**src/verilog/irq_ctrl_pkg.sv**
```systemverilog
package irq_ctrl_pkg;

  // ==========================================================
  // Register map: printed offsets are indices, byte addr = 4x
  localparam logic [9:0]  SYSMODE_IDX   = 10'h0df;
  localparam logic [9:0]  PWMCTL_IDX    = 10'h0e3;
  localparam logic [9:0]  P0FLAGS_IDX   = 10'h0e8;
  localparam logic [9:0]  T0CTL_IDX     = 10'h0f4;
  localparam logic [9:0]  EVSTAT_IDX    = 10'h100;
  localparam logic [9:0]  EVMASK_IDX    = 10'h101;
  localparam logic [11:0] SYSMODE_ADDR  = {SYSMODE_IDX, 2'b00};
  localparam logic [11:0] PWMCTL_ADDR   = {PWMCTL_IDX, 2'b00};
  localparam logic [11:0] P0FLAGS_ADDR  = {P0FLAGS_IDX, 2'b00};
  localparam logic [11:0] T0CTL_ADDR    = {T0CTL_IDX, 2'b00};
  localparam logic [11:0] EVSTAT_ADDR   = {EVSTAT_IDX, 2'b00};
  localparam logic [11:0] EVMASK_ADDR   = {EVMASK_IDX, 2'b00};

  // ==========================================================
  // Field positions
  localparam int GE_BIT        = 2;
  localparam int PAGE_LSB      = 0;
  localparam int SRC_EN_BIT    = 1;
  localparam int SRC_PEND_BIT  = 0;
  localparam int CNT_CLR_BIT   = 3;
  localparam int PWM_CNT_EN    = 2;
  localparam int PWM_RELOAD    = 4;
  localparam int CLK_SEL_LSB   = 6;
  localparam int EXTA_PEND_BIT = 0;
  localparam int EXTA_EN_BIT   = 1;
  localparam int EXTB_PEND_BIT = 2;
  localparam int EXTB_EN_BIT   = 3;

  // Writable bits and reset values
  localparam logic [7:0] SYSMODE_WMASK = 8'h07;
  localparam logic [7:0] PWMCTL_WMASK  = 8'hdf;
  localparam logic [7:0] P0FLAGS_WMASK = 8'h0f;
  localparam logic [7:0] T0CTL_WMASK   = 8'hcb;
  localparam logic [7:0] REG_RESET     = 8'h00;

  // ==========================================================
  // Sources and event status layout
  localparam int NSRC     = 4;
  localparam int NEVT     = 6;
  localparam int EV_PWM   = 0;
  localparam int EV_T0    = 1;
  localparam int EV_EXTA  = 2;
  localparam int EV_EXTB  = 3;
  localparam int EV_ACK   = 4;
  localparam int EV_RET   = 5;

  // Vector locations in program memory
  localparam logic [15:0] VEC_HI_ADDR = 16'h0000;
  localparam logic [15:0] VEC_LO_ADDR = 16'h0001;

  // AHB encodings
  localparam logic [1:0] HRESP_OKAY = 2'b00;

  // ==========================================================
  // Interrupt machine cycle sequencer states
  typedef enum logic [3:0] {
    S_IDLE,
    S_ACK,
    S_PUSH_PCL,
    S_PUSH_PCH,
    S_PUSH_FLAGS,
    S_FETCH_HI,
    S_FETCH_LO,
    S_BRANCH,
    S_POP_FLAGS,
    S_POP_PCH,
    S_POP_PCL,
    S_RESTORE
  } seq_state_t;

endpackage

```
**src/verilog/pin_fall_detect.sv**
```systemverilog
// ==========================================================
// Synchronise external pins, flag each falling edge
module pin_fall_detect #(
  parameter int N = 2
) (
  input  wire logic         hclk,
  input  wire logic         hresetn,
  input  wire logic [N-1:0] pin,
  output logic      [N-1:0] fall
);

  logic [N-1:0] sync1_r;
  logic [N-1:0] sync2_r;
  logic [N-1:0] prev_r;
  logic [N-1:0] sync1_nxt;
  logic [N-1:0] sync2_nxt;
  logic [N-1:0] prev_nxt;

  genvar i;
  generate
    for (i = 0; i < N; i++) begin : g_pin
      // First stage is read only by the second stage
      always_comb begin
        sync1_nxt[i] = pin[i];
        sync2_nxt[i] = sync1_r[i];
        prev_nxt[i]  = sync2_r[i];
      end

      // Idle level is high so reset creates no false edge
      always_ff @(posedge hclk or negedge hresetn) begin
        if (!hresetn) begin
          sync1_r[i] <= 1'b1;
          sync2_r[i] <= 1'b1;
          prev_r[i]  <= 1'b1;
        end else begin
          sync1_r[i] <= sync1_nxt[i];
          sync2_r[i] <= sync2_nxt[i];
          prev_r[i]  <= prev_nxt[i];
        end
      end

      assign fall[i] = prev_r[i] & ~sync2_r[i];
    end
  endgenerate

endmodule // pin_fall_detect

```
**src/verilog/single_vector_interrupt_control.sv**
```systemverilog
// Summary of operation
// - System mode bit 2 is global enable.
// - System mode bits 1..0 select page.
// - Each source sets its own pending flag.
// - Service needs global and source enables set.
// - Acknowledge only at instruction boundary.
// - Machine cycle first clears global enable.
// - Push PC low, PC high, then flags.
// - Fetch vector high 0000, low 0001, branch.
// - Return restores PC, flags, sets global enable.
// - Four sources share one vector.
// - Pending reads 1; write 0 clears.
// - Timer 0 control: enable bit1, pending bit0.
// - Port 0 falling edges, flags register.
// - PWM control: enable bit1, pending bit0.
module single_vector_interrupt_control
  import irq_ctrl_pkg::*;
(
  input  wire logic        hclk,
  input  wire logic        hresetn,
  input  wire logic        hsel,
  input  wire logic [31:0] haddr,
  input  wire logic [1:0]  htrans,
  input  wire logic        hwrite,
  input  wire logic [2:0]  hsize,
  input  wire logic [31:0] hwdata,
  input  wire logic        hready,
  output logic             hreadyout,
  output logic             hresp,
  output logic      [31:0] hrdata,
  input  wire logic        pwm_ovf_evt,
  input  wire logic        t0_match_evt,
  input  wire logic        ext_irq_line_a,
  input  wire logic        ext_irq_line_b,
  input  wire logic        instr_end,
  input  wire logic        ei_exec,
  input  wire logic        di_exec,
  input  wire logic        interrupt_return_instr_exec,
  input  wire logic [15:0] pc_cur,
  input  wire logic [7:0]  flags_cur,
  output logic             push_valid,
  output logic      [7:0]  push_data,
  output logic             pop_req,
  input  wire logic        pop_valid,
  input  wire logic [7:0]  pop_data,
  output logic             mem_rd,
  output logic      [15:0] mem_addr,
  input  wire logic        mem_rvalid,
  input  wire logic [7:0]  mem_rdata,
  output logic             branch_valid,
  output logic      [15:0] branch_pc,
  output logic             restore_valid,
  output logic      [15:0] restore_pc,
  output logic      [7:0]  restore_flags,
  output logic             int_cycle,
  output logic             irq_req,
  output logic      [1:0]  page_sel,
  output logic      [7:0]  t0_ctrl,
  output logic      [7:0]  pwm_ctrl,
  output logic             irq
);

  import irq_ctrl_pkg::*;

  // ==========================================================
  // Declarations
  logic [7:0]      sysmode_r, sysmode_nxt;
  logic [7:0]      t0ctl_r, t0ctl_nxt;
  logic [7:0]      pwmctl_r, pwmctl_nxt;
  logic [7:0]      p0flags_r, p0flags_nxt;
  logic [NEVT-1:0] evstat_r, evstat_nxt;
  logic [NEVT-1:0] evmask_r, evmask_nxt;
  logic            dph_wr_r, dph_wr_nxt;
  logic            dph_rd_r, dph_rd_nxt;
  logic [11:0]     dph_addr_r, dph_addr_nxt;
  logic [31:0]     hrdata_r, hrdata_nxt;

  seq_state_t      state_r, state_nxt;
  logic [15:0]     pc_r, pc_nxt;
  logic [7:0]      flags_r, flags_nxt;
  logic [7:0]      vec_hi_r, vec_hi_nxt;
  logic [7:0]      push_data_r, push_data_nxt;
  logic [15:0]     mem_addr_r, mem_addr_nxt;
  logic [15:0]     branch_pc_r, branch_pc_nxt;
  logic [15:0]     rst_pc_r, rst_pc_nxt;
  logic [7:0]      rst_flags_r, rst_flags_nxt;

  logic [1:0]      ext_fall;
  logic [NSRC-1:0] src_pend;
  logic [NSRC-1:0] src_en;
  logic            addr_ok;
  logic            wr_now;
  logic            ack_step;
  logic            ret_step;
  logic [7:0]      wbyte;

  // ==========================================================
  // External pins: synchronised falling edge detection
  pin_fall_detect #(
    .N (2)
  ) u_pin_fall (
    .hclk    (hclk),
    .hresetn (hresetn),
    .pin     ({ext_irq_line_b, ext_irq_line_a}),
    .fall    (ext_fall)
  );

  // Per-source pending and enable, all on one vector
  assign src_pend = {p0flags_r[EXTB_PEND_BIT], p0flags_r[EXTA_PEND_BIT],
                     t0ctl_r[SRC_PEND_BIT], pwmctl_r[SRC_PEND_BIT]};
  assign src_en   = {p0flags_r[EXTB_EN_BIT], p0flags_r[EXTA_EN_BIT],
                     t0ctl_r[SRC_EN_BIT], pwmctl_r[SRC_EN_BIT]};

  // Request needs both global and source enable
  assign irq_req  = sysmode_r[GE_BIT] & (|(src_pend & src_en));

  assign ack_step = (state_r == S_ACK);
  assign ret_step = (state_r == S_RESTORE);

  // ==========================================================
  // AHB-Lite slave: writes zero wait, reads one wait state
  assign addr_ok = hsel & htrans[1] & hready;
  assign wr_now  = dph_wr_r;
  assign wbyte   = hwdata[7:0];

  // Read mux; unmapped words read zero
  function automatic logic [31:0] read_word(input logic [11:0] a);
    logic [31:0] v;
    v = 32'h0000_0000;
    case (a)
      SYSMODE_ADDR: v = {24'h00_0000, sysmode_r};
      PWMCTL_ADDR:  v = {24'h00_0000, pwmctl_r};
      P0FLAGS_ADDR: v = {24'h00_0000, p0flags_r};
      T0CTL_ADDR:   v = {24'h00_0000, t0ctl_r};
      EVSTAT_ADDR:  v = {26'h000_0000, evstat_r};
      EVMASK_ADDR:  v = {26'h000_0000, evmask_r};
      default:      v = 32'h0000_0000;
    endcase
    return v;
  endfunction

  // Bus phases and register next values
  always_comb begin
    dph_wr_nxt   = 1'b0;
    dph_rd_nxt   = 1'b0;
    dph_addr_nxt = dph_addr_r;
    hrdata_nxt   = hrdata_r;
    sysmode_nxt  = sysmode_r;
    t0ctl_nxt    = t0ctl_r;
    pwmctl_nxt   = pwmctl_r;
    p0flags_nxt  = p0flags_r;
    evmask_nxt   = evmask_r;
    evstat_nxt   = evstat_r;

    // A read stalls one cycle so it sees any write just before it
    if (dph_rd_r) begin
      hrdata_nxt = read_word(dph_addr_r);
    end else if (addr_ok) begin
      dph_wr_nxt   = hwrite;
      dph_rd_nxt   = ~hwrite;
      dph_addr_nxt = haddr[11:0];
    end

    // Software writes; pending bits only clear on a written zero
    if (wr_now) begin
      case (dph_addr_r)
        SYSMODE_ADDR: sysmode_nxt = wbyte & SYSMODE_WMASK;
        T0CTL_ADDR: begin
          t0ctl_nxt = (wbyte & T0CTL_WMASK & 8'hfe)
                    | {7'h00, t0ctl_r[SRC_PEND_BIT] & wbyte[SRC_PEND_BIT]};
        end
        PWMCTL_ADDR: begin
          pwmctl_nxt = (wbyte & PWMCTL_WMASK & 8'hfe)
                     | {7'h00, pwmctl_r[SRC_PEND_BIT] & wbyte[SRC_PEND_BIT]};
        end
        P0FLAGS_ADDR: begin
          p0flags_nxt = (wbyte & 8'h0a)
                      | (p0flags_r & wbyte & 8'h05);
        end
        EVSTAT_ADDR: evstat_nxt = evstat_r & ~wbyte[NEVT-1:0];
        EVMASK_ADDR: evmask_nxt = wbyte[NEVT-1:0];
        default: ;
      endcase
    end

    // Hardware sets after software clears: a same-cycle set wins
    pwmctl_nxt[SRC_PEND_BIT]   |= pwm_ovf_evt;
    t0ctl_nxt[SRC_PEND_BIT]    |= t0_match_evt;
    p0flags_nxt[EXTA_PEND_BIT] |= ext_fall[0];
    p0flags_nxt[EXTB_PEND_BIT] |= ext_fall[1];
    evstat_nxt = evstat_nxt | {ret_step, ack_step, ext_fall[1],
                               ext_fall[0], t0_match_evt, pwm_ovf_evt};

    // Return, then machine cycle, then disable, then enable, then bus
    if (ret_step) begin
      sysmode_nxt[GE_BIT] = 1'b1;
    end else if (ack_step) begin
      sysmode_nxt[GE_BIT] = 1'b0;
    end else if (ei_exec || di_exec) begin
      sysmode_nxt[GE_BIT] = ei_exec & ~di_exec;
    end
  end

  // Registers: global enable resets clear, software must set it
  always_ff @(posedge hclk or negedge hresetn) begin
    if (!hresetn) begin
      sysmode_r  <= REG_RESET;
      t0ctl_r    <= REG_RESET;
      pwmctl_r   <= REG_RESET;
      p0flags_r  <= REG_RESET;
      evstat_r   <= '0;
      evmask_r   <= '0;
      dph_wr_r   <= 1'b0;
      dph_rd_r   <= 1'b0;
      dph_addr_r <= 12'h000;
      hrdata_r   <= 32'h0000_0000;
    end else begin
      sysmode_r  <= sysmode_nxt;
      t0ctl_r    <= t0ctl_nxt;
      pwmctl_r   <= pwmctl_nxt;
      p0flags_r  <= p0flags_nxt;
      evstat_r   <= evstat_nxt;
      evmask_r   <= evmask_nxt;
      dph_wr_r   <= dph_wr_nxt;
      dph_rd_r   <= dph_rd_nxt;
      dph_addr_r <= dph_addr_nxt;
      hrdata_r   <= hrdata_nxt;
    end
  end

  assign hreadyout = ~dph_rd_r;
  assign hresp     = HRESP_OKAY[0];
  assign hrdata    = hrdata_r;
  assign irq       = |(evstat_r & evmask_r);
  assign page_sel  = sysmode_r[PAGE_LSB +: 2];
  assign t0_ctrl   = t0ctl_r;
  assign pwm_ctrl  = pwmctl_r;

  // ==========================================================
  // Interrupt machine cycle and return sequencer
  always_comb begin
    state_nxt     = state_r;
    pc_nxt        = pc_r;
    flags_nxt     = flags_r;
    vec_hi_nxt    = vec_hi_r;
    push_data_nxt = push_data_r;
    mem_addr_nxt  = mem_addr_r;
    branch_pc_nxt = branch_pc_r;
    rst_pc_nxt    = rst_pc_r;
    rst_flags_nxt = rst_flags_r;
    case (state_r)
      S_IDLE: begin
        // Return takes precedence: it is the finishing instruction
        if (interrupt_return_instr_exec) begin
          state_nxt = S_POP_FLAGS;
        end else if (instr_end && irq_req) begin
          state_nxt = S_ACK;
          pc_nxt    = pc_cur;
          flags_nxt = flags_cur;
        end
      end
      S_ACK: begin
        state_nxt     = S_PUSH_PCL;
        push_data_nxt = pc_r[7:0];
      end
      S_PUSH_PCL: begin
        state_nxt     = S_PUSH_PCH;
        push_data_nxt = pc_r[15:8];
      end
      S_PUSH_PCH: begin
        state_nxt     = S_PUSH_FLAGS;
        push_data_nxt = flags_r;
      end
      S_PUSH_FLAGS: begin
        state_nxt    = S_FETCH_HI;
        mem_addr_nxt = VEC_HI_ADDR;
      end
      S_FETCH_HI: begin
        if (mem_rvalid) begin
          vec_hi_nxt   = mem_rdata;
          mem_addr_nxt = VEC_LO_ADDR;
          state_nxt    = S_FETCH_LO;
        end
      end
      S_FETCH_LO: begin
        if (mem_rvalid) begin
          branch_pc_nxt = {vec_hi_r, mem_rdata};
          state_nxt     = S_BRANCH;
        end
      end
      S_BRANCH: state_nxt = S_IDLE;
      // Pops come back in reverse push order
      S_POP_FLAGS: begin
        if (pop_valid) begin
          rst_flags_nxt = pop_data;
          state_nxt     = S_POP_PCH;
        end
      end
      S_POP_PCH: begin
        if (pop_valid) begin
          rst_pc_nxt[15:8] = pop_data;
          state_nxt        = S_POP_PCL;
        end
      end
      S_POP_PCL: begin
        if (pop_valid) begin
          rst_pc_nxt[7:0] = pop_data;
          state_nxt       = S_RESTORE;
        end
      end
      S_RESTORE: state_nxt = S_IDLE;
      default: begin
        state_nxt = S_IDLE;
      end
    endcase
  end

  // Sequencer registers
  always_ff @(posedge hclk or negedge hresetn) begin
    if (!hresetn) begin
      state_r     <= S_IDLE;
      pc_r        <= 16'h0000;
      flags_r     <= 8'h00;
      vec_hi_r    <= 8'h00;
      push_data_r <= 8'h00;
      mem_addr_r  <= 16'h0000;
      branch_pc_r <= 16'h0000;
      rst_pc_r    <= 16'h0000;
      rst_flags_r <= 8'h00;
    end else begin
      state_r     <= state_nxt;
      pc_r        <= pc_nxt;
      flags_r     <= flags_nxt;
      vec_hi_r    <= vec_hi_nxt;
      push_data_r <= push_data_nxt;
      mem_addr_r  <= mem_addr_nxt;
      branch_pc_r <= branch_pc_nxt;
      rst_pc_r    <= rst_pc_nxt;
      rst_flags_r <= rst_flags_nxt;
    end
  end

  // Strobes decode from state; data come from flip-flops
  assign push_valid    = (state_r == S_PUSH_PCL) ||
                         (state_r == S_PUSH_PCH) ||
                         (state_r == S_PUSH_FLAGS);
  assign push_data     = push_data_r;
  assign mem_rd        = (state_r == S_FETCH_HI) ||
                         (state_r == S_FETCH_LO);
  assign mem_addr      = mem_addr_r;
  assign pop_req       = (state_r == S_POP_FLAGS) ||
                         (state_r == S_POP_PCH) ||
                         (state_r == S_POP_PCL);
  assign branch_valid  = (state_r == S_BRANCH);
  assign branch_pc     = branch_pc_r;
  assign restore_valid = ret_step;
  assign restore_pc    = rst_pc_r;
  assign restore_flags = rst_flags_r;
  assign int_cycle     = (state_r != S_IDLE);

endmodule // single_vector_interrupt_control
```
**config.mk**
```make
export PLATFORM = sky130hd
export DESIGN_NAME = single_vector_interrupt_control
export DESIGN_NICKNAME = d
export VERILOG_FILES = /design/src/verilog/irq_ctrl_pkg.sv /design/src/verilog/pin_fall_detect.sv /design/src/verilog/single_vector_interrupt_control.sv
export SDC_FILE = /design/constraint.sdc
export NUM_CORES = 1
export LEC_CHECK = 0
export BUFFER_PORTS_ARGS = -buffer_cell sky130_fd_sc_hd__clkbuf_2
export CAP_MARGIN = 10
export CORE_MARGIN = 2
export CORE_UTILIZATION = 45
export DETAILED_ROUTE_END_ITERATION = 10
export MAX_ROUTING_LAYER = met4
export PLACE_DENSITY = 0.81
export SYNTH_ARGS = -nofsm -noshare
export SYNTH_HDL_FRONTEND = slang
export SYNTH_SLANG_ARGS = --single-unit
```
**constraint.sdc**
```tcl
create_clock -name hclk -period 2.65 [get_ports hclk]
set_input_delay 0.265 -clock hclk [delete_from_list [all_inputs] [get_ports hclk]]
set_output_delay 0.265 -clock hclk [all_outputs]
set_load 0.02 [all_outputs]
```
# Word-level counts from Yosys, hierarchy flattened
# Index checks and enable logic that the tools add are counted.
# word_totals
regBits,187
output_inout_bits,124
# classes
n_eq_ne,23
muxes,29
bitwise_logic,27
n_reduce_logical,30
# op_table
cell,n
$eq 12x10->1 const B,4
$pmux 8 s6,1
$pmux 4 s10,1
$pmux 16 s2,1
$mux 4,7
$reduce_and 2->1,13
$eq 12x11->1 const B,2
$pmux 8 s3,1
$eq 4x3->1 const B,4
$eq 4x4->1 const B,4
$mux 16,1
$or 8x1->8,2
$and 6x6->6,2
$mux 3,4
$mux 6,2
$reduce_bool 4->1,3
$mux 1,11
$ne 2x2->1 const B,5
$and 1x1->1,8
$eq 4x2->1 const B,2
$logic_or 1x1->1,6
$not 1->1,6
$not 6->6,1
$or 6x6->6,1
other kinds (14),17

# Depth between registers and ports, before layout
# Gate-level depths: netlist of run 1.
# depth
depth_word,7
mapped_depth,6

# Hierarchy
# From an unflattened synthesis of run 1, not the netlist that was laid out.
# unflattened
cells_unflattened,511
hier_area_um2,6560.0
# by_module_without_submodules
module,instances,cells_each,area_per_inst_um2
single_vector_interrupt_control,1,503,6374.9
pin_fall_detect,1,8,185.2

# Worst setup path after synthesis of run 1
# No wires, ideal clock.
# synth_path
path_type,reg-to-reg
start,reg state_r[1]
end,reg flags_r[5]
setup_time_ns,0.125
t_arrival_ns,2.006
setup_slack_ns,0.519
path_stages_with_launch,5
period_less_slack_ns,2.131
cell_sequence,dfrtp_1 > or4_1 > a211oi_2 > buf_4 > mux2_2
# synth_between
elab_chain_len,2
# synth_rtl
item,line,text
start: declaration,single_vector_interrupt_control.sv:78,"seq_state_t state_r, state_nxt;"
start signal: assignment,single_vector_interrupt_control.sv:331,state_r <= state_nxt;
$logic_not 4->1,single_vector_interrupt_control.sv:251,case (state_r)
$reduce_and 3->1 (no source line),n/a,
end signal: assignment,single_vector_interrupt_control.sv:333,flags_r <= flags_nxt;
end: declaration,single_vector_interrupt_control.sv:80,"logic [7:0] flags_r, flags_nxt;"
# Every way passes these cells.
# A chain may end at the register's enable or synchronous reset.

# Worst setup path after layout of run 1
# layout_path
start,reg dph_addr_r[4]
end,reg pwmctl_r[4] (netlist: pwm_ctrl[4])
# layout_between
elab_chain_len,2
# layout_rtl
item,line,text
start: declaration,single_vector_interrupt_control.sv:75,"logic [11:0] dph_addr_r, dph_addr_nxt;"
start signal: assignment,single_vector_interrupt_control.sv:226,dph_addr_r <= dph_addr_nxt;
$eq 12x10->1,single_vector_interrupt_control.sv:166,case (dph_addr_r)
$reduce_and 2->1 (no source line),n/a,
end signal: assignment,single_vector_interrupt_control.sv:220,pwmctl_r <= pwmctl_nxt;
end: declaration,single_vector_interrupt_control.sv:69,"logic [7:0] pwmctl_r, pwmctl_nxt;"
# Every way passes these cells.

==> results of run 1 <==
-- metal layers --
| layer | vias to the layer above | wire length, um | GRT usage, % |
|---|---|---|---|
| li1 | 2089 | - | - |
| met1 | 2240 | 6160 | 25.4 |
| met2 | 240 | 7050 | 32.8 |
| met3 | 32 | 1160 | 6.32 |
| met4 | 0 | 293 | 7.17 |
| met5 | - | 0 | - |
-- through the flow --
stage               setup slack (ps)  total power [W]  utilization (%)  cell area [um^2]
floorplan                        519          0.00498                -              6620
global placement                 440          0.00567             52.6              7320
detailed placement               391          0.00582             52.6              7320
CTS                              392          0.00834             57.2              7980
global route                     317          0.00871             57.3              7980
finish                           377          0.00826             57.3              7980
-- registers in the layout, indices dropped and copies added (netlist names), 7 cells and up --
register       cells
flags_r            8
dph_addr_r        12
branch_pc         16
restore_flags      8
pc_r              16
restore_pc        16
vec_hi_r           8
pwm_ctrl           7
hrdata             8
push_data          8
-- worst paths after layout --
kind	endpoint	slack, ps	depth (start not counted)
hold / removal	dph_rd_r$_DFF_PN0_	30	2
max in group asynchronous	hrdata[4]$_DFFE_PN0P_	1630	3
setup reg to reg	pwm_ctrl[4]$_DFFE_PN0P_	380	4
hold reg to reg	u_pin_fall.prev_nxt[1]$_DFF_PN1_	360	0
min in group asynchronous	branch_pc[1]$_DFFE_PN0P_	280	2
setup / recovery	pwm_ctrl[4]$_DFFE_PN0P_	380	4
-- power by group --
group,internal (W),switching [W]
sequential,0.00287,0.000437
combinational,0.00104,0.00143
clock,0.00156,0.000921
-- worst reg2reg max path, delay by kind of cell, from the launching register on --
kind	cells	cell delay, ps
simple gates	3	1350
mux	1	390
flops	1	420
-- cell type report --
cell class / count / area, um^2 / area share (%)
Multi-Input combinational cell: 337 / 2560 / 32.1
Clock inverter: 12 / 155 / 1.94
Timing Repair Buffer: 171 / 922 / 11.6
Antenna cell: 1 / 2.50 / 0.0314
Sequential cell: 144 / 3610 / 45.3
Inverter: 9 / 33.8 / 0.423
Tap cell: 180 / 225 / 2.82
Clock buffer: 20 / 467 / 5.85
-- kinds of logic (layout without fill, tap and decap cells) --
logic type,Yosys count,after routing,share of synthesized area (%)
flip-flops,144,144,55.9
XOR/XNOR,1,1,0.136
AO/OA/AOI/OAI,71,71,7.26
buffers and inverters,69,212,7.05
multiplexers,119,119,20.6
AND/OR/NAND/NOR,102,102,9.03
other,1,45,0.0581
-- cells in the final DEF (no fill, tap or decap), types with 3 or more instances in the layout --
| cell | synthesis | routed |
|---|---|---|
| sky130_fd_sc_hd__bufinv_16 | 0 | 3 |
| sky130_fd_sc_hd__inv_6 | 0 | 3 |
| sky130_fd_sc_hd__inv_1 | 9 | 9 |
| sky130_fd_sc_hd__a21oi_1 | 10 | 10 |
| sky130_fd_sc_hd__nand2_1 | 33 | 33 |
| sky130_fd_sc_hd__and3_1 | 5 | 5 |
| sky130_fd_sc_hd__a22oi_1 | 7 | 7 |
| sky130_fd_sc_hd__clkbuf_16 | 0 | 17 |
| sky130_fd_sc_hd__mux2i_1 | 9 | 9 |
| sky130_fd_sc_hd__clkbuf_8 | 1 | 3 |
| sky130_fd_sc_hd__clkinv_2 | 0 | 3 |
| sky130_fd_sc_hd__o21ai_0 | 22 | 22 |
| sky130_fd_sc_hd__nand3b_1 | 5 | 5 |
| sky130_fd_sc_hd__nor2_1 | 24 | 24 |
| sky130_fd_sc_hd__clkbuf_2 | 0 | 154 |
| sky130_fd_sc_hd__a32oi_1 | 3 | 3 |
| sky130_fd_sc_hd__mux2_2 | 110 | 110 |
| sky130_fd_sc_hd__a31oi_1 | 4 | 4 |
| sky130_fd_sc_hd__buf_4 | 49 | 12 |
| sky130_fd_sc_hd__dfrtp_1 | 138 | 138 |
| sky130_fd_sc_hd__dlygate4sd3_1 | 0 | 3 |
| sky130_fd_sc_hd__conb_1 | 1 | 44 |
| sky130_fd_sc_hd__o2bb2ai_1 | 3 | 3 |
| sky130_fd_sc_hd__dfstp_2 | 6 | 6 |
| sky130_fd_sc_hd__a21o_1 | 4 | 4 |
| sky130_fd_sc_hd__nand2b_1 | 3 | 3 |
| sky130_fd_sc_hd__nand3_1 | 6 | 6 |
-- what timing repair did --
action                                  in CTS  in global routing
endpoints found under the setup margin       0                  0
hold endpoints to repair                    30                  0
gates resized for setup                      0                  0
hold buffers                                 3                  0
==> run_results.csv, run 1 <==
group,metric,value,unit
status,status,"finished clean",
sta,post-route-min-period,2270,ps
clock_tree,clock_latency,420,ps
sta,timing_worst_slew_pin_value,908,ps
die,die_height,124,um
die,core_region_area,13900,um^2
final_layout,area_growth,23.5,%
setup_path,timing.setup.critical_path_class,"reg -> reg",
setup_path,worstPathCellList,"or3_4 -> or4_4 -> nor3_4 -> mux2_2",
sta,post-route-period-util,85.8,%
clock_tree,clk_transition_reported_paths,60,ps
sta,setup_total_negative_slack,0,ps
placement,place.detailed.instances,838,
setup_path,cp_slowest_cell,"sky130_fd_sc_hd__or4_4",
global_routing,grt_start_max_net_pins,55,
global_routing,grt_antenna_before_repair,1,
route,wl,14.7,mm
placement,io_buffer_count,155,
setup_path,cp.arrival,2570,ps
setup_path,critical_path.n_buffers_inverters,0,
route,vias,4601,
global_routing,grt_remaining_overflow,0,
logic_synthesis,synth_top_area_cells,"sky130_fd_sc_hd__dfrtp_1 (53%), sky130_fd_sc_hd__mux2_2 (19%), sky130_fd_sc_hd__buf_4 (5.7%), sky130_fd_sc_hd__dfstp_2 (2.4%), sky130_fd_sc_hd__nand2_1 (1.9%)",
setup_path,timing.critical_path.fanout_max,6,
logic_synthesis,ys_async_sr_fraction,100,%
logic_synthesis,synthDistinctLibCells,58,
final_layout,final_cells,874,
setup_path,cpPeakStageDelay,550,ps
die,floorplan.initialDensity,46.4,%
logic_synthesis,synth_seq_cells,144,
route,drcViolationCount,0,
logic_synthesis,synthesis.area,6460,um^2
clock_tree,cts_max_path_buffers,2,
logic_synthesis,synthesis.instances,507,
logic_synthesis,synth_area_per_cell,12.7,um^2
clock_tree,clock_tree_from_tritoncts,"built",
final_layout,layout.filler_cells,1117,
sta,finalSetupViolCount,0,
placement,dpl.hpwl,10.8,mm
die,num_io_pins,248,
placement,place.gp.congestion,0.931,
route,first_iter_violations,219,
global_routing,groute.usage.overall,20.7,%
die,cell_rows,43,
sta,hold_ws,33.2,ps
logic_synthesis,post_synth_most_frequent_cells,"sky130_fd_sc_hd__dfrtp_1 (138), sky130_fd_sc_hd__mux2_2 (110), sky130_fd_sc_hd__buf_4 (49), sky130_fd_sc_hd__nand2_1 (33), sky130_fd_sc_hd__nor2_1 (24)",
hold_path,hp-class,"in -> reg",
clock_tree,cts_buffers,17,
global_routing,grt_first_pass_wirelength,23.3,mm
hold_path,beginning_of_the_worst_hold_path,"hwrite",
final_layout,finalNetCount,804,
logic_synthesis,synth_enable_flop_cells,0,
route,via_per_inst,5.26,
setup_path,worstPathRequired,2950,ps
logic_synthesis,ys_seq_area_share,55.9,%
die,floorplan.die_area,15300,um^2
power_and_ir_drop,power_density,1040,nW/um^2
final_layout,share_of_cells_above_drive_strength_1,47.8,%
power_and_ir_drop,vdd.ir_drop.worst,0.000795,V
clock_tree,clockRootBuffer,"sky130_fd_sc_hd__clkbuf_16",
logic_synthesis,synth-main-ff-cell,"sky130_fd_sc_hd__dfrtp_1",
logic_synthesis,synth_area_leader_cell,"sky130_fd_sc_hd__dfrtp_1",
global_routing,first_global_vias,4621,
route,firstDrtPassIters,5,
logic_synthesis,post-synth-top-count-cell,"sky130_fd_sc_hd__dfrtp_1",
logic_synthesis,yosys_warnings,0,
setup_path,worst_path_dominant_cell_family,"simple AND/OR/NAND/NOR gates",
power_and_ir_drop,power_leakage,3.83,nW
clock_tree,post_cts.repair.setup_buffers,0,
setup_path,worstReg2RegStart,"dph_addr_r[4]$_DFFE_PN0P_",
sta,slew_headroom,39.1,%
sta,unrepaired_setup_endpoints_after_global_routing,"false",
setup_path,critical_path_launch_point,"dph_addr_r[4]$_DFFE_PN0P_",
flow_run,max-cap-violations,0,
sta,hold_viol_final,0,
sta,finalMaxSlewViolations,0,
logic_synthesis,synth_largest_type_area_fraction,53.5,%
clock_tree,cts.sink_count,144,
setup_path,crit_path_start_kind,"flop",
route,wire_per_inst,16.8,um
sta,skew,6.09,ps
route,drt.antenna.violating_nets,0,
sta,max_clk_rate,0.440,GHz
setup_path,endpoint_kind,"flop",
die,die_width,124,um
clock_tree,cts-htree-levels,4,
(Power assumes the default switching activity.)
==> run 2: changes to the inputs <==
--- a/config.mk
+++ b/config.mk
@@ -12,6 +12,7 @@
 export DETAILED_ROUTE_END_ITERATION = 10
 export MAX_ROUTING_LAYER = met4
 export PLACE_DENSITY = 0.81
+export REMOVE_ABC_BUFFERS = 1
 export SYNTH_ARGS = -nofsm -noshare
 export SYNTH_HDL_FRONTEND = slang
 export SYNTH_SLANG_ARGS = --single-unit
==> run 2 against run 1 <==
Against the previous run:
- core utilization is 0.054 points lower
- combinational power hardly changed
- critical path depth is the same
- global-route usage barely moved
- clock skew grew 7.7 ps
- via count is 1.5% lower
- hold slack better by 34 ps
- worst setup slack better by 65 ps
- clock-buffer cell count down 1
- first-iteration DRC count rose by 29%
- register-to-register slack gained 60 ps
==> run_results.csv, run 2 (same netlist as run 1, synthesis figures left out) <==
group,metric,value,unit
status,status,"finished clean",
die,num_io_pins,248,
route,wl,14.3,mm
setup_path,cpPeakStageDelay,550,ps
route,drcViolationCount,0,
clock_tree,cts.sink_count,144,
sta,slew_headroom,30.5,%
global_routing,grt_remaining_overflow,0,
setup_path,worst_path_dominant_cell_family,"simple AND/OR/NAND/NOR gates",
setup_path,cp_slowest_cell,"sky130_fd_sc_hd__or4_4",
setup_path,timing.setup.critical_path_class,"reg -> reg",
setup_path,endpoint_kind,"flop",
setup_path,cp.arrival,2510,ps
sta,unrepaired_setup_endpoints_after_global_routing,"false",
setup_path,worstPathCellList,"or3_4 -> or4_4 -> nor3_4 -> mux2_2",
route,wire_per_inst,16.3,um
final_layout,finalNetCount,806,
final_layout,most_common_cell_after_layout_fill_and_taps_aside,"sky130_fd_sc_hd__clkbuf_2",
route,first_iter_violations,283,
final_layout,antenna-diode-count,0,
clock_tree,ctsResizeCount,0,
setup_path,crit_path_start_kind,"flop",
flow_run,max-cap-violations,0,
power_and_ir_drop,vdd.ir_drop.worst,0.000781,V
route,vias,4530,
sta,finalSetupViolCount,0,
clock_tree,clk_transition_reported_paths,60,ps
clock_tree,cts_max_path_buffers,2,
die,die_height,124,um
die,cell_rows,43,
sta,skew,13.8,ps
clock_tree,clock_latency,430,ps
global_routing,first_global_vias,4678,
die,core_region_area,13900,um^2
die,floorplan.initialDensity,46.4,%
clock_tree,cts-htree-levels,4,
final_layout,layout.filler_cells,1139,
placement,dpl.hpwl,10.6,mm
final_layout,share_of_cells_above_drive_strength_1,47.6,%
setup_path,critical_path.n_buffers_inverters,0,
final_layout,area_growth,23.4,%
clock_tree,cts_buffers,17,
power_and_ir_drop,power_density,1020,nW/um^2
route,drt.antenna.violating_nets,0,
global_routing,grt_antenna_before_repair,0,
placement,io_buffer_count,155,
placement,place.gp.congestion,0.897,
final_layout,mostFrequentLayoutCells,"sky130_fd_sc_hd__clkbuf_2 (154), sky130_fd_sc_hd__dfrtp_1 (138), sky130_fd_sc_hd__mux2_2 (110), sky130_fd_sc_hd__conb_1 (44), sky130_fd_sc_hd__nand2_1 (33)",
route,via_per_inst,5.18,
sta,max_clk_rate,0.453,GHz
hold_path,hp-class,"in -> reg",
global_routing,grt_first_pass_wirelength,23.1,mm
placement,place.detailed.instances,839,
final_layout,final_cell_area,7970,um^2
clock_tree,post_cts_hold_buffers,4,
sta,post-route-min-period,2210,ps
final_layout,final_cells,875,
final_layout,final_util,57.2,%
hold_path,whs_path_depth,2,
sta,timing_worst_slew_pin_value,1040,ps
route,firstDrtPassIters,5,
sta,finalMaxSlewViolations,0,
setup_path,setup.reg_to_reg.worst_slack,440,ps
global_routing,groute.usage.overall,20.7,%
clock_tree,post_cts.repair.setup_buffers,0,
die,die_width,124,um
setup_path,worstPathRequired,2950,ps
setup_path,timing.critical_path.fanout_max,6,
clock_tree,clockRootBuffer,"sky130_fd_sc_hd__clkbuf_16",
setup_path,worst-r2r-cell-count,4,
sta,post-route-period-util,83.3,%
setup_path,critical_path_cell_count,4,
power_and_ir_drop,power_leakage,3.82,nW
die,floorplan.die_area,15300,um^2
placement,detailed_place.area,7340,um^2
sta,hold_viol_final,0,
global_routing,grt_start_max_net_pins,59,
clock_tree,clock_tree_from_tritoncts,"built",
run 2: cell type report:
| type | count | area (um^2) | share of cell area [%] |
|---|---|---|---|
| Clock buffer | 19 | 433 | 5.43 |
| Clock inverter | 13 | 161 | 2.02 |
| Inverter | 9 | 33.8 | 0.424 |
| Multi-Input combinational cell | 337 | 2570 | 32.2 |
| Sequential cell | 144 | 3610 | 45.3 |
| Tap cell | 180 | 225 | 2.83 |
| Timing Repair Buffer | 173 | 940 | 11.8 |
run 2: where the power goes:
| part | internal (W) | switching, W | total (W) |
|---|---|---|---|
| clock | 0.00148 | 0.000902 | 0.00238 |
| combinational | 0.00104 | 0.00143 | 0.00246 |
| sequential | 0.00287 | 0.000422 | 0.00330 |
| total | 0.00539 | 0.00275 | 0.00814 |
run 2: worst paths after layout:
kind	from	to
worst min register to register	u_pin_fall.sync1_r[0]$_DFF_PN1_	u_pin_fall.prev_nxt[0]$_DFF_PN1_
max in group asynchronous	hresetn	dph_addr_r[4]$_DFFE_PN0P_
min in group asynchronous	hresetn	flags_r[0]$_DFFE_PN0P_
worst max register to register	dph_addr_r[4]$_DFFE_PN0P_	pwm_ctrl[7]$_DFFE_PN0P_
worst min-delay path	flags_cur[2]	flags_r[2]$_DFFE_PN0P_
worst max-delay path	dph_addr_r[4]$_DFFE_PN0P_	pwm_ctrl[7]$_DFFE_PN0P_
run 2: stage by stage:
| stage | power (W) | worst slack (ps) | hold WS [ps] | TNS [ps] |
|---|---|---|---|---|
| 2_1_floorplan | 0.00489 | -309 | -30.6 | -7570 |
| 3_3_place_gp | 0.00567 | 474 | 261 | 0 |
| 3_5_place_dp | 0.00581 | 455 | 268 | 0 |
| 4_1_cts | 0.00824 | 444 | 49.8 | 0 |
| 5_1_grt | 0.00862 | 358 | 58.2 | 0 |
| 6_report | 0.00814 | 442 | 67.3 | 0 |
run 2: layer usage:
metal	up-vias	part of all wire (%)	track usage (%)	routed length, um
met5	-	0	-	0
met4	0	1.8	8.45	262
met3	25	9.5	6.82	1360
met2	220	50	32.8	7080
met1	2212	39	24.4	5590
li1	2073	-	-	-
